===== src/core/reg_map_consts.vh =====
`ifndef REG_MAP_CONSTS_VH
`define REG_MAP_CONSTS_VH

// Register offsets on the four address lines.
`define OFF_BUS_DEVICE_ID 4'h0
`define OFF_CTRL_CONTROL  4'h1
`define OFF_COMMAND_CODE  4'h2
`define OFF_XFER_MODE     4'h3
`define OFF_INT_SENSE     4'h4
`define OFF_PHASE_DIAG    4'h5
`define OFF_CTRL_STATE    4'h6
`define OFF_ERROR_FLAGS   4'h7
`define OFF_PHASE_CONTROL 4'h8
`define OFF_EXT_COUNT     4'h9
`define OFF_DATA_FIFO     4'hA
`define OFF_TEMP_BYTE     4'hB
`define OFF_COUNT_HIGH    4'hC
`define OFF_COUNT_MID     4'hD
`define OFF_COUNT_LOW     4'hE
`define OFF_EXT_BUFFER    4'hF

// Field positions.
`define INT_EN_BIT        0
`define XFER_EXT_BIT      0
`define IS_RESET_BIT      0
`define IS_SERVICE_BIT    3
`define IS_CMD_DONE_BIT   4
`define PC_RST_MASK_BIT   4
`define PC_ATN_EN_BIT     5
`define PC_ARB_EN_BIT     6
`define PC_ZERO_BIT       3
`define ERR_ZERO_MASK     8'hCF

// Reset values and sizes.
`define BYTE_ZERO         8'h00
`define NIB_ZERO          4'h0
`define ID_ZERO           3'h0
`define COUNT_ZERO        28'h0000000
`define COUNT_ONE         28'h0000001
`define FIFO_DEPTH        8
`define FIFO_AW           3
`define PTR_ZERO          3'h0
`define PTR_ONE           3'h1
`define LVL_ZERO          4'h0
`define LVL_ONE           4'h1
`define LVL_FULL          4'h8

`endif


===== src/core/reg_map.v =====
// Functional notes
// - Sixteen byte registers, each picked by a four-bit address while select is low.
// - Address map runs device ID, control, command, mode, interrupt_sense_reset, phase, status, etc.
// - Address 5 reads phase sense and writes diagnostic control.
// - Odd parity out for each host byte; parity pin floats while device drives data.
// - Bus reset raises the unmaskable reset interrupt regardless of mask bit.
// - Bus reset raises general interrupt only when phase control bit 4 is 0.
// - With phase control bit 6 set, lost arbitration raises command complete.
// - Status bit 7 shows initiator, bit 6 target; both zero means lost arbitration.
// - With phase control bit 5 set, attention as target raises service required.
// - Service required clears by writing 1 to bit 3 or on leaving target role.
// - Mode bit 0 set makes counter 28 bits, top nibble via extended count 7:4.
// - Mode bit 0 clear keeps 24 bits; extended upper nibble reads zero.
// - Writes to read-only registers are ignored.
// - Fixed zero bits read zero; unused bits accept any written value.
// - Host may write 0 or 1 into unassigned bits; device tolerates both.
// - Data register is an eight-byte FIFO at a single address.
// - Temporary reads give last byte from bus; written byte goes to the bus.
// - Count high, middle and low hold bits 23:16, 15:8, 7:0, all read/write.
// - Reset works asynchronously, clearing every register except the strobe copies and host parity, which preset to 1.
// - General interrupt is active high, maskable, held until its cause clears.
`timescale 1ns/1ps
`include "reg_map_consts.vh"
`default_nettype none

module reg_map (
  input  wire        sys_clk_i,
  input  wire        rst_i,
  input  wire        cs_n_i,
  input  wire        rd_n_i,
  input  wire        wt_n_i,
  input  wire [3:0]  addr_i,
  input  wire [7:0]  data_i,
  output reg  [7:0]  data_o,
  output wire        data_oe_o,
  output wire        data_par_o,
  output reg         host_parity_out_o,
  output wire        host_parity_oe_o,
  input  wire        bus_reset_det_i,
  input  wire        arb_lost_i,
  input  wire        atn_det_i,
  input  wire        initiator_i,
  input  wire        target_i,
  input  wire [7:0]  int_event_i,
  input  wire [7:0]  phase_sense_i,
  input  wire [2:0]  ctrl_status_i,
  input  wire [7:0]  error_flags_i,
  input  wire [3:0]  mod_count_i,
  input  wire        temp_load_i,
  input  wire [7:0]  temp_in_i,
  output reg  [7:0]  temp_out_o,
  input  wire        fifo_push_i,
  input  wire [7:0]  fifo_data_i,
  input  wire        fifo_pop_i,
  output wire [7:0]  fifo_data_o,
  output wire        fifo_full_o,
  output wire        fifo_empty_o,
  input  wire        tc_dec_i,
  output wire        tc_zero_o,
  output wire [27:0] count_o,
  output reg  [7:0]  controller_control_o,
  output reg  [7:0]  command_code_o,
  output reg         cmd_issue_o,
  output reg  [7:0]  transfer_mode_o,
  output reg  [7:0]  phase_control_o,
  output reg  [7:0]  diag_control_o,
  output reg  [2:0]  bus_device_id_o,
  input  wire [7:0]  ext_buf_i,
  output reg  [7:0]  ext_buf_o,
  output reg         ext_buf_wr_o,
  output reg         bus_reset_irq_o,
  output reg         general_irq_o
);

  // Address match used by both the write and the read side.
  function sel;
    input [3:0] a;
    input [3:0] off;
    begin
      sel = (a == off);
    end
  endfunction

  // Previous-cycle copies of the host strobes, address and data.
  reg        cs_n_r;
  reg        rd_n_r;
  reg        wt_n_r;
  reg  [3:0] addr_r;
  reg  [7:0] wdata_r;

  // Interrupt sense flags and the full 28-bit transfer counter.
  reg  [7:0]  interrupt_sense_reset_r;
  reg  [7:0]  interrupt_sense_reset_nxt;
  reg  [27:0] cnt_r;
  reg  [7:0]  temp_in_r;
  reg         target_r;

  // FIFO storage and pointers.
  reg  [7:0]            mem_r [0:`FIFO_DEPTH-1];
  reg  [`FIFO_AW-1:0]   wr_ptr_r;
  reg  [`FIFO_AW-1:0]   rd_ptr_r;
  reg  [`FIFO_AW:0]     level_r;

  wire [7:0] rdata_nxt;
  reg  [7:0] rd_mux;

  // A write is taken when the write strobe rises after a selected low phase.
  wire wr_take = ~cs_n_r & ~wt_n_r & wt_n_i;
  // A read completes on the rising edge of the read strobe.
  wire rd_done = ~cs_n_r & ~rd_n_r & rd_n_i;
  wire rd_act  = ~cs_n_i & ~rd_n_i;

  wire ext_mode = transfer_mode_o[`XFER_EXT_BIT];
  wire [27:0] eff_cnt = ext_mode ? cnt_r : {`NIB_ZERO, cnt_r[23:0]};

  // Sampling of the host strobes; the inputs are already clock-synchronous.
  always @(posedge sys_clk_i or posedge rst_i)
  begin
    if (rst_i)
    begin
      cs_n_r  <= 1'b1;
      rd_n_r  <= 1'b1;
      wt_n_r  <= 1'b1;
      addr_r  <= `NIB_ZERO;
      wdata_r <= `BYTE_ZERO;
    end
    else
    begin
      cs_n_r  <= cs_n_i;
      rd_n_r  <= rd_n_i;
      wt_n_r  <= wt_n_i;
      addr_r  <= addr_i;
      wdata_r <= data_i;
    end
  end

  // Host-writable configuration registers.  Status and error addresses have
  // no write arm at all, so a write there changes nothing.
  always @(posedge sys_clk_i or posedge rst_i)
  begin
    if (rst_i)
    begin
      bus_device_id_o      <= `ID_ZERO;
      controller_control_o <= `BYTE_ZERO;
      command_code_o       <= `BYTE_ZERO;
      cmd_issue_o          <= 1'b0;
      transfer_mode_o      <= `BYTE_ZERO;
      phase_control_o      <= `BYTE_ZERO;
      diag_control_o       <= `BYTE_ZERO;
      temp_out_o           <= `BYTE_ZERO;
      ext_buf_o            <= `BYTE_ZERO;
      ext_buf_wr_o         <= 1'b0;
    end
    else
    begin
      cmd_issue_o  <= 1'b0;
      ext_buf_wr_o <= 1'b0;
      if (wr_take)
      begin
        case (addr_r)
          `OFF_BUS_DEVICE_ID: bus_device_id_o <= wdata_r[2:0];
          `OFF_CTRL_CONTROL:  controller_control_o <= wdata_r;
          `OFF_COMMAND_CODE:
          begin
            command_code_o <= wdata_r;
            cmd_issue_o    <= 1'b1;
          end
          `OFF_XFER_MODE:     transfer_mode_o <= wdata_r;
          `OFF_PHASE_DIAG:    diag_control_o <= wdata_r;
          `OFF_PHASE_CONTROL: phase_control_o <= wdata_r;
          `OFF_TEMP_BYTE:     temp_out_o <= wdata_r;
          `OFF_EXT_BUFFER:
          begin
            ext_buf_o    <= wdata_r;
            ext_buf_wr_o <= 1'b1;
          end
          default: ;
        endcase
      end
    end
  end

  // Byte captured from the bus for the temporary register.
  always @(posedge sys_clk_i or posedge rst_i)
  begin
    if (rst_i)
      temp_in_r <= `BYTE_ZERO;
    else if (temp_load_i)
      temp_in_r <= temp_in_i;
  end

  // Transfer counter: host byte writes win over a decrement in the same
  // cycle, which is harmless because the host must not load it mid-transfer.
  always @(posedge sys_clk_i or posedge rst_i)
  begin
    if (rst_i)
      cnt_r <= `COUNT_ZERO;
    else if (wr_take && sel(addr_r, `OFF_COUNT_HIGH))
      cnt_r[23:16] <= wdata_r;
    else if (wr_take && sel(addr_r, `OFF_COUNT_MID))
      cnt_r[15:8] <= wdata_r;
    else if (wr_take && sel(addr_r, `OFF_COUNT_LOW))
      cnt_r[7:0] <= wdata_r;
    else if (wr_take && sel(addr_r, `OFF_EXT_COUNT))
      cnt_r[27:24] <= wdata_r[7:4];
    else if (tc_dec_i && (eff_cnt != `COUNT_ZERO))
      cnt_r <= eff_cnt - `COUNT_ONE;
  end

  assign count_o   = eff_cnt;
  assign tc_zero_o = (eff_cnt == `COUNT_ZERO);

  // Interrupt sense flags.  Each set term is applied after the clear so an
  // event in the clearing cycle is never lost.
  always @*
  begin
    interrupt_sense_reset_nxt = interrupt_sense_reset_r;
    if (wr_take && sel(addr_r, `OFF_INT_SENSE))
      interrupt_sense_reset_nxt = interrupt_sense_reset_r & ~wdata_r;
    if (target_r && !target_i)
      interrupt_sense_reset_nxt[`IS_SERVICE_BIT] = 1'b0;
    interrupt_sense_reset_nxt = interrupt_sense_reset_nxt | int_event_i;
    if (bus_reset_det_i)
      interrupt_sense_reset_nxt[`IS_RESET_BIT] = 1'b1;
    if (arb_lost_i && phase_control_o[`PC_ARB_EN_BIT])
      interrupt_sense_reset_nxt[`IS_CMD_DONE_BIT] = 1'b1;
    if (atn_det_i && target_i && phase_control_o[`PC_ATN_EN_BIT])
      interrupt_sense_reset_nxt[`IS_SERVICE_BIT] = 1'b1;
  end

  always @(posedge sys_clk_i or posedge rst_i)
  begin
    if (rst_i)
    begin
      interrupt_sense_reset_r   <= `BYTE_ZERO;
      target_r <= 1'b0;
    end
    else
    begin
      interrupt_sense_reset_r   <= interrupt_sense_reset_nxt;
      target_r <= target_i;
    end
  end

  // Interrupt outputs.  The reset line ignores every mask; the general line
  // stays up as long as any enabled flag remains set.
  always @(posedge sys_clk_i or posedge rst_i)
  begin
    if (rst_i)
    begin
      bus_reset_irq_o <= 1'b0;
      general_irq_o   <= 1'b0;
    end
    else
    begin
      bus_reset_irq_o <= interrupt_sense_reset_r[`IS_RESET_BIT];
      general_irq_o   <= controller_control_o[`INT_EN_BIT] &
                         ((|interrupt_sense_reset_r[7:1]) |
                          (interrupt_sense_reset_r[`IS_RESET_BIT] &
                           ~phase_control_o[`PC_RST_MASK_BIT]));
    end
  end

  // Eight-byte FIFO.  Either side may push or pop; the bus side takes the
  // slot when both push in one cycle, so the host byte is then dropped.
  wire h_push = wr_take && sel(addr_r, `OFF_DATA_FIFO);
  wire h_pop  = rd_done && sel(addr_r, `OFF_DATA_FIFO);
  wire push   = (fifo_push_i | h_push) & ~fifo_full_o;
  wire pop    = (fifo_pop_i | h_pop) & ~fifo_empty_o;
  wire [7:0] push_data = fifo_push_i ? fifo_data_i : wdata_r;

  genvar gi;
  generate
    for (gi = 0; gi < `FIFO_DEPTH; gi = gi + 1)
    begin : g_fifo
      // Slot number held at pointer width, so the match below is width-exact.
      localparam [`FIFO_AW-1:0] SLOT = gi;
      // One storage slot, written when the write pointer lands on it.
      always @(posedge sys_clk_i or posedge rst_i)
      begin
        if (rst_i)
          mem_r[gi] <= `BYTE_ZERO;
        else if (push && (wr_ptr_r == SLOT))
          mem_r[gi] <= push_data;
      end
    end
  endgenerate

  // Pointer and level bookkeeping.
  always @(posedge sys_clk_i or posedge rst_i)
  begin
    if (rst_i)
    begin
      wr_ptr_r <= `PTR_ZERO;
      rd_ptr_r <= `PTR_ZERO;
      level_r  <= `LVL_ZERO;
    end
    else
    begin
      if (push)
        wr_ptr_r <= wr_ptr_r + `PTR_ONE;
      if (pop)
        rd_ptr_r <= rd_ptr_r + `PTR_ONE;
      if (push && !pop)
        level_r <= level_r + `LVL_ONE;
      else if (pop && !push)
        level_r <= level_r - `LVL_ONE;
    end
  end

  assign fifo_data_o  = mem_r[rd_ptr_r];
  assign fifo_full_o  = (level_r == `LVL_FULL);
  assign fifo_empty_o = (level_r == `LVL_ZERO);

  // Read multiplexer.  Fixed-zero positions are forced here.
  always @*
  begin
    case (addr_i)
      `OFF_BUS_DEVICE_ID: rd_mux = 8'h01 << bus_device_id_o;
      `OFF_CTRL_CONTROL:  rd_mux = controller_control_o;
      `OFF_COMMAND_CODE:  rd_mux = command_code_o;
      `OFF_XFER_MODE:     rd_mux = transfer_mode_o;
      `OFF_INT_SENSE:     rd_mux = interrupt_sense_reset_r;
      `OFF_PHASE_DIAG:    rd_mux = phase_sense_i;
      `OFF_CTRL_STATE:    rd_mux = {initiator_i, target_i, ctrl_status_i,
                                    tc_zero_o, fifo_full_o, fifo_empty_o};
      `OFF_ERROR_FLAGS:   rd_mux = error_flags_i & `ERR_ZERO_MASK;
      `OFF_PHASE_CONTROL:
      begin
        rd_mux = phase_control_o;
        rd_mux[`PC_ZERO_BIT] = 1'b0;
      end
      `OFF_EXT_COUNT:     rd_mux = {(ext_mode ? cnt_r[27:24] : `NIB_ZERO),
                                    mod_count_i};
      `OFF_DATA_FIFO:     rd_mux = fifo_data_o;
      `OFF_TEMP_BYTE:     rd_mux = temp_in_r;
      `OFF_COUNT_HIGH:    rd_mux = cnt_r[23:16];
      `OFF_COUNT_MID:     rd_mux = cnt_r[15:8];
      `OFF_COUNT_LOW:     rd_mux = cnt_r[7:0];
      `OFF_EXT_BUFFER:    rd_mux = ext_buf_i;
      default:            rd_mux = `BYTE_ZERO;
    endcase
  end

  assign rdata_nxt = rd_mux;

  // Read data and host parity.  Data and its parity lag the pins by one
  // clock; the host samples late in its strobe, well after this settles.
  always @(posedge sys_clk_i or posedge rst_i)
  begin
    if (rst_i)
    begin
      data_o            <= `BYTE_ZERO;
      host_parity_out_o <= 1'b1;
    end
    else
    begin
      data_o            <= rdata_nxt;
      host_parity_out_o <= ~^data_i;
    end
  end

  // Drive enables: the parity pin floats whenever the data lines drive.
  assign data_oe_o        = rd_act;
  assign data_par_o       = ~^data_o;
  assign host_parity_oe_o = ~rd_act;

endmodule // reg_map

`default_nettype wire


===== config.mk =====
export PLATFORM = sky130hd
export DESIGN_NAME = reg_map
export DESIGN_NICKNAME = d
export VERILOG_FILES = /design/src/core/reg_map.v
export VERILOG_INCLUDE_DIRS = /design/src /design/src/core
export SDC_FILE = /design/constraint.sdc
export NUM_CORES = 1
export LEC_CHECK = 0
export ABC_AREA = 1
export BUFFER_PORTS_ARGS = -buffer_cell sky130_fd_sc_hd__buf_2
export CAP_MARGIN = 15
export CORE_MARGIN = 1
export CORE_UTILIZATION = 60
export DETAILED_ROUTE_END_ITERATION = 12
export PLACE_DENSITY = 0.91
export SLEW_MARGIN = 20
export SYNTH_ARGS = -nofsm -noshare
export SYNTH_HDL_FRONTEND = slang
export SYNTH_SLANG_ARGS = --single-unit

===== constraint.sdc =====
create_clock -name sys_clk_i -period 14.47 [get_ports sys_clk_i]
set_clock_uncertainty 0.05 [all_clocks]
set_input_delay 0.7235 -clock sys_clk_i [delete_from_list [all_inputs] [get_ports sys_clk_i]]
set_output_delay 0.7235 -clock sys_clk_i [all_outputs]
set_load 0.005 [all_outputs]

# Word level (Yosys, flattened, before mapping)
# Cells that the tools add are included.
# totals
in_bits,81
output_inout_bits,114
register_bits,206
word_cells,194
# op_classes
add_sub_neg,5
n_eq_ne,42
shift,1
n_bitwise,28
muxes,29
reduce_logical,51
n_lt_le_gt_ge,1
# ops
operator,count
28-bit two-way mux,5
8-bit case mux with 16 select lines,1
"4-bit equality test, second input constant",17
8-bit two-way mux,8
28-bit logical NOT,1
28-bit nonzero test,1
"28-bit by 1-bit subtractor with 28-bit output, second input constant",1
8-bit binary-select mux with 3-bit select,1
"4-bit by 3-bit equality test with 1-bit output, second input constant",6
24-bit two-way mux,1
1-bit logical AND,22
"4-bit by 2-bit equality test with 1-bit output, second input constant",4
16-bit two-way mux,1
4-bit two-way mux,4
2-bit AND reduction,8
4-bit AND reduction,4
8-bit XNOR reduction,2
"3-bit equality test, second input constant",4
4-bit logical NOT,3
"2-bit inequality test, second input constant",6
1-bit inverter,12
1-bit bitwise AND,9
8-bit bitwise AND,1
"4-bit by 1-bit equality test with 1-bit output, second input constant",2
other kinds (19),33

# Logic depth before layout (Yosys ltp)
# depth
ltp_word,11
depth_mapped,16

# Least setup slack after synthesis
# OpenSTA, ideal clock, no wires.
# synth_timing
kind,input to register
start,in fifo_push_i
end,reg level_r[3]
arrival_time_ps,2643
setup_time_ps,125
cell_stages,14
path_buffers,2
required_time_ps,14295
setup_slack_ps,11651
path_cell_list,clkbuf_1 o21bai_2 nand2_4 buf_4 inv_1 ha_1 inv_1 ha_1 a21o_1 a21oi_1 nand2_1 nand2_1 nor2_1 xor2_1
# synth_via
elab_chain_cells,5
word_cells_on_any_way,7
# synth_lines
element,line_no,rtl
"start, declared",reg_map.v:52,"input wire fifo_push_i,"
1-bit bitwise OR (*),reg_map.v:268,wire push = (fifo_push_i | h_push) & ~fifo_full_o;
1-bit bitwise AND (*),reg_map.v:268,
named net push,reg_map.v:268,
1-bit logical NOT,reg_map.v:306,else if (pop && !push)
1-bit logical AND,reg_map.v:306,
2-bit nonzero test (no line),--,
"end signal, assigned",reg_map.v:296,level_r <= `LVL_ZERO;
"end signal, assigned",reg_map.v:305,level_r <= level_r + `LVL_ONE;
"end signal, assigned",reg_map.v:307,level_r <= level_r - `LVL_ONE;
"end, declared",reg_map.v:102,reg [`FIFO_AW:0] level_r;
# The timed path passes the listed nets; every way through them passes the cells marked *.
# A chain may end at the register's enable or synchronous reset.

# Worst setup path after layout
# layout_timing
start,reg rd_ptr_r[1]
end,out fifo_data_o[6]
# layout_via
elab_chain_cells,4
# layout_lines
element,line_no,rtl
"start, declared",reg_map.v:101,reg [`FIFO_AW-1:0] rd_ptr_r;
"start signal, assigned",reg_map.v:295,rd_ptr_r <= `PTR_ZERO;
"start signal, assigned",reg_map.v:303,rd_ptr_r <= rd_ptr_r + `PTR_ONE;
3-bit inverter with 4-bit output (implied by the code),reg_map.v:311,assign fifo_data_o = mem_r[rd_ptr_r];
8-bit binary-select mux with 3-bit select,reg_map.v:311,
8-bit two-way mux (implied by the code) (2 in series),reg_map.v:311,
"end, declared",reg_map.v:55,"output wire [7:0] fifo_data_o,"
# No other way between the ends. The select of a mux whose other input is x is not followed.

==> impl_metrics.csv <==
group,metric,value,unit
outcome,status,"complete, no violations",
timing,hold_ws,0.2669,ns
timing,worstMarginPinSlew,0.9399,ns
global_route,grt_pass1_vias,10238,
detailed_routing,avgRoutedWirePerCell,19.44,um
detailed_routing,highest_layer,"met5",
die,die_w,137.6,um
setup_path,path_cells,"inv_1, a21oi_1, o21ai_0, nand3_1, o21a_1, buf_2",
finish,layout.nets,1702,
cts,ctsHoldBuffers,0,
detailed_routing,dr.first_iter.drc_count,1247,
cts,clk_latency,0.51,ns
setup_path,crit_path_start,"rd_ptr_r[1]$_DFFE_PP0P_",
synth,synth_async_sr_flop_share,1.000,
synth,yosys_warnings,0,
finish,layout-drive-gt1-share,0.1669,
synth,syn_area,11030,um2
global_route,grt_antenna_before_repair,3,
setup_path,r2r_slack,11.64,ns
setup_path,crit_type,"reg -> out",
setup_path,r2r-start,"addr_r[1]$_DFF_PP0_",
detailed_routing,viasPerCell,5.918,
setup_path,end_kind,"output port",
finish,area_growth,14.71,%
synth,synth_most_common_cell,"nand2_1",
die,core,17960,um2
power_and_ir_drop,power_leakage,6.624,nW
global_route,grt.overflow.total,0,
synth,syn_avg_cell_area,7.604,um2
die,placementRows,49,
cts,cts_resized,0,
synth,synth_common_cells,"nand2_1 (469), dfrtp_1 (202), o21ai_0 (177), inv_1 (155), nor2_1 (90)",
detailed_routing,vias,10978,
synth,ys_types,43,
cts,cts_made_buffers,22,
detailed_routing,wl_met2,16560,um
die,start_util,0.6142,
placement,portBuffers,192,
synth,synth-main-ff-cell,"dfrtp_1",
setup_path,cp_slowest_stage_delay,0.84,ns
synth,netlist.area_leader.share,0.4582,
cts,cts_setup_buffers,0,
cts,cts.sinks,206,
setup_path,critical_path.slowest_cell,"dfrtp_1",
timing,period_share,0.2436,
die,die_y,137.6,um
min_path,hold_class,"in -> reg",
cts,cts_tree,"yes",
synth,yosysTopAreaCell,"dfrtp_1",
timing,setup_tns,0,ns
finish,final_core_util,0.7045,
timing,post-route-min-period,3.525,ns
timing,setup_viol,0,
setup_path,reg2reg_to,"level_r[3]$_DFFE_PP0P_",
setup_path,rr_worst_depth,14,
timing,drv_slew,0,
cts,clk_transition_reported_paths,0.06,ns
timing,rsz0062_at_grt,"no",
synth,syn_nets,1544,
die,ioPinCount,195,
synth,ys_ff_latch,206,
cts,root_buffer,"clkbuf_16",
power_and_ir_drop,power_density,185.8,nW/um2
detailed_routing,first_pass_iters,5,
global_route,grt_max_degree,139,
synth,synth_edf_count,0,
setup_path,cp.required,13.70,ns
synth,synthCells,1451,
setup_path,cp_max_fo,20,
global_route,grt_pass1_wl,54920,um
detailed_routing,wl_met1,13320,um
setup_path,worstPathArrival,2.75,ns
detailed_routing,routed_wl,36060,um
die,die_area,18940,um2
synth,synthTopCellsByArea,"dfrtp_1 (46%), nand2_1 (16%), o21ai_0 (8.0%)",
setup_path,start_kind,"register",
placement,gp_congestion,0.9957,
global_route,grtUsageTotal,0.3882,
timing,fmax,0.2837,GHz
placement,hpwl,26530,um
timing,relSlewSlack,0.3734,
detailed_routing,antenna_left,0,
cts,htree_levels,1,
power_and_ir_drop,max-vdd-ir-drop,164.9,uV
timing,hold_viol,0,
setup_path,crit_end,"fifo_data_o[6]",
detailed_routing,wl_met3,4196,um
flow_run,drv_cap,0,
synth,ys_seq_area_frac,0.4677,
cts,clockBufferDepth,3,
detailed_routing,drcViolationCount,0,
-- kinds of logic (layout without fill, tap and decap cells) --
kind of cell               after synthesis  in the layout  synth area share
DFF                                    206            206            0.4677
xor gates and xnor gates                25             25           0.01985
and+or+nand+nor                        710            710            0.2751
adders and majority gates               12             12           0.01429
other                                    0              2                 0
buffers and inverters                  222            395           0.08868
AOI/OAI and AO/OA                      271            271            0.1293
muxes                                    5              5          0.005103
-- cell usage in the layout, fill, tap and decap left out, drive strengths merged, types with 5 or more instances in the layout --
cell	count
a21oi	37
buf	194
clkbuf	30
clkinv	6
dfrtp	202
ha	11
inv	162
mux2	5
nand2	477
nand3	80
nand4	29
nor2	97
nor3	23
o211ai	5
o21a	8
o21ai	206
xnor2	14
xor2	11
-- critical path: cells and delay by family, from the launching register on --
| kind | cells | cell delay, ns |
|---|---|---|
| AO/OA/AOI/OAI | 3 | 0.63 |
| buffers and inverters | 2 | 0.64 |
| flip-flops | 1 | 0.84 |
| AND/OR/NAND/NOR | 1 | 0.12 |
-- sequential cells by signal (all words and copies together), names as in the netlist, 3 cells and up --
register / count
transfer_mode_o: 8
command_code_o: 8
wdata_r: 8
wr_ptr_r: 3
data_o: 8
addr_r: 4
level_r: 4
bus_device_id_o: 3
interrupt_sense_reset_r: 8
controller_control_o: 8
mem_r: 64
cnt_r: 28
temp_out_o: 8
ext_buf_o: 8
temp_in_r: 8
rd_ptr_r: 3
diag_control_o: 8
phase_control_o: 8
-- area by class of cell --
type                    count  area, um2
fillers                  1403       5308
flip-flops and latches    206       5160
multi-input cells        1023       4895
repair buffers            194      975.9
clock buffers              30      631.9
inverters                 162      615.6
well taps                 229      286.5
clock inverters             9      86.33
diodes                      2      5.005
-- power by group --
part / internal, mW / switching, mW / total [mW]
Clock: 0.325 / 0.240 / 0.566
Sequential: 0.739 / 0.151 / 0.890
Combinational: 0.315 / 0.581 / 0.896
-- through the flow --
stage | setup WS, ns | cell area, um2 | std cells | power (mW)
3_5_place_dp | 11.39 | 11930 | 1814 | 1.759
2_1_floorplan | 8.079 | 11030 | 1451 | 1.484
3_3_place_gp | 11.44 | 11930 | 1814 | 1.722
5_1_grt | 10.84 | 12650 | 1853 | 2.496
4_1_cts | 11.01 | 12650 | 1853 | 2.327
6_report | 10.94 | 12660 | 1855 | 2.351
-- worst min-delay path by stage --
| stage | startpoint | end | slack, ns | depth (start not counted) |
|---|---|---|---|---|
| floorplan | interrupt_sense_reset_r[0]$_DFF_PP0_ | bus_reset_irq_o$_DFF_PP0_ | 0.34 | 0 |
| detailed placement | interrupt_sense_reset_r[0]$_DFF_PP0_ | bus_reset_irq_o$_DFF_PP0_ | 0.39 | 0 |
| global route | cs_n_i | cs_n_r$_DFF_PP1_ | 0.27 | 1 |
| finish | cs_n_i | cs_n_r$_DFF_PP1_ | 0.27 | 1 |
| global placement | interrupt_sense_reset_r[0]$_DFF_PP0_ | bus_reset_irq_o$_DFF_PP0_ | 0.38 | 0 |
| CTS | cs_n_i | cs_n_r$_DFF_PP1_ | 0.26 | 1 |
-- metal layers --
layer | track usage | vias to the layer above
met5 | 0 | -
met4 | 0.1752 | 2
met3 | 0.08977 | 147
met2 | 0.6267 | 761
met1 | 0.4962 | 5090
li1 | - | 4978
Power figures use the tool's default switching activity.
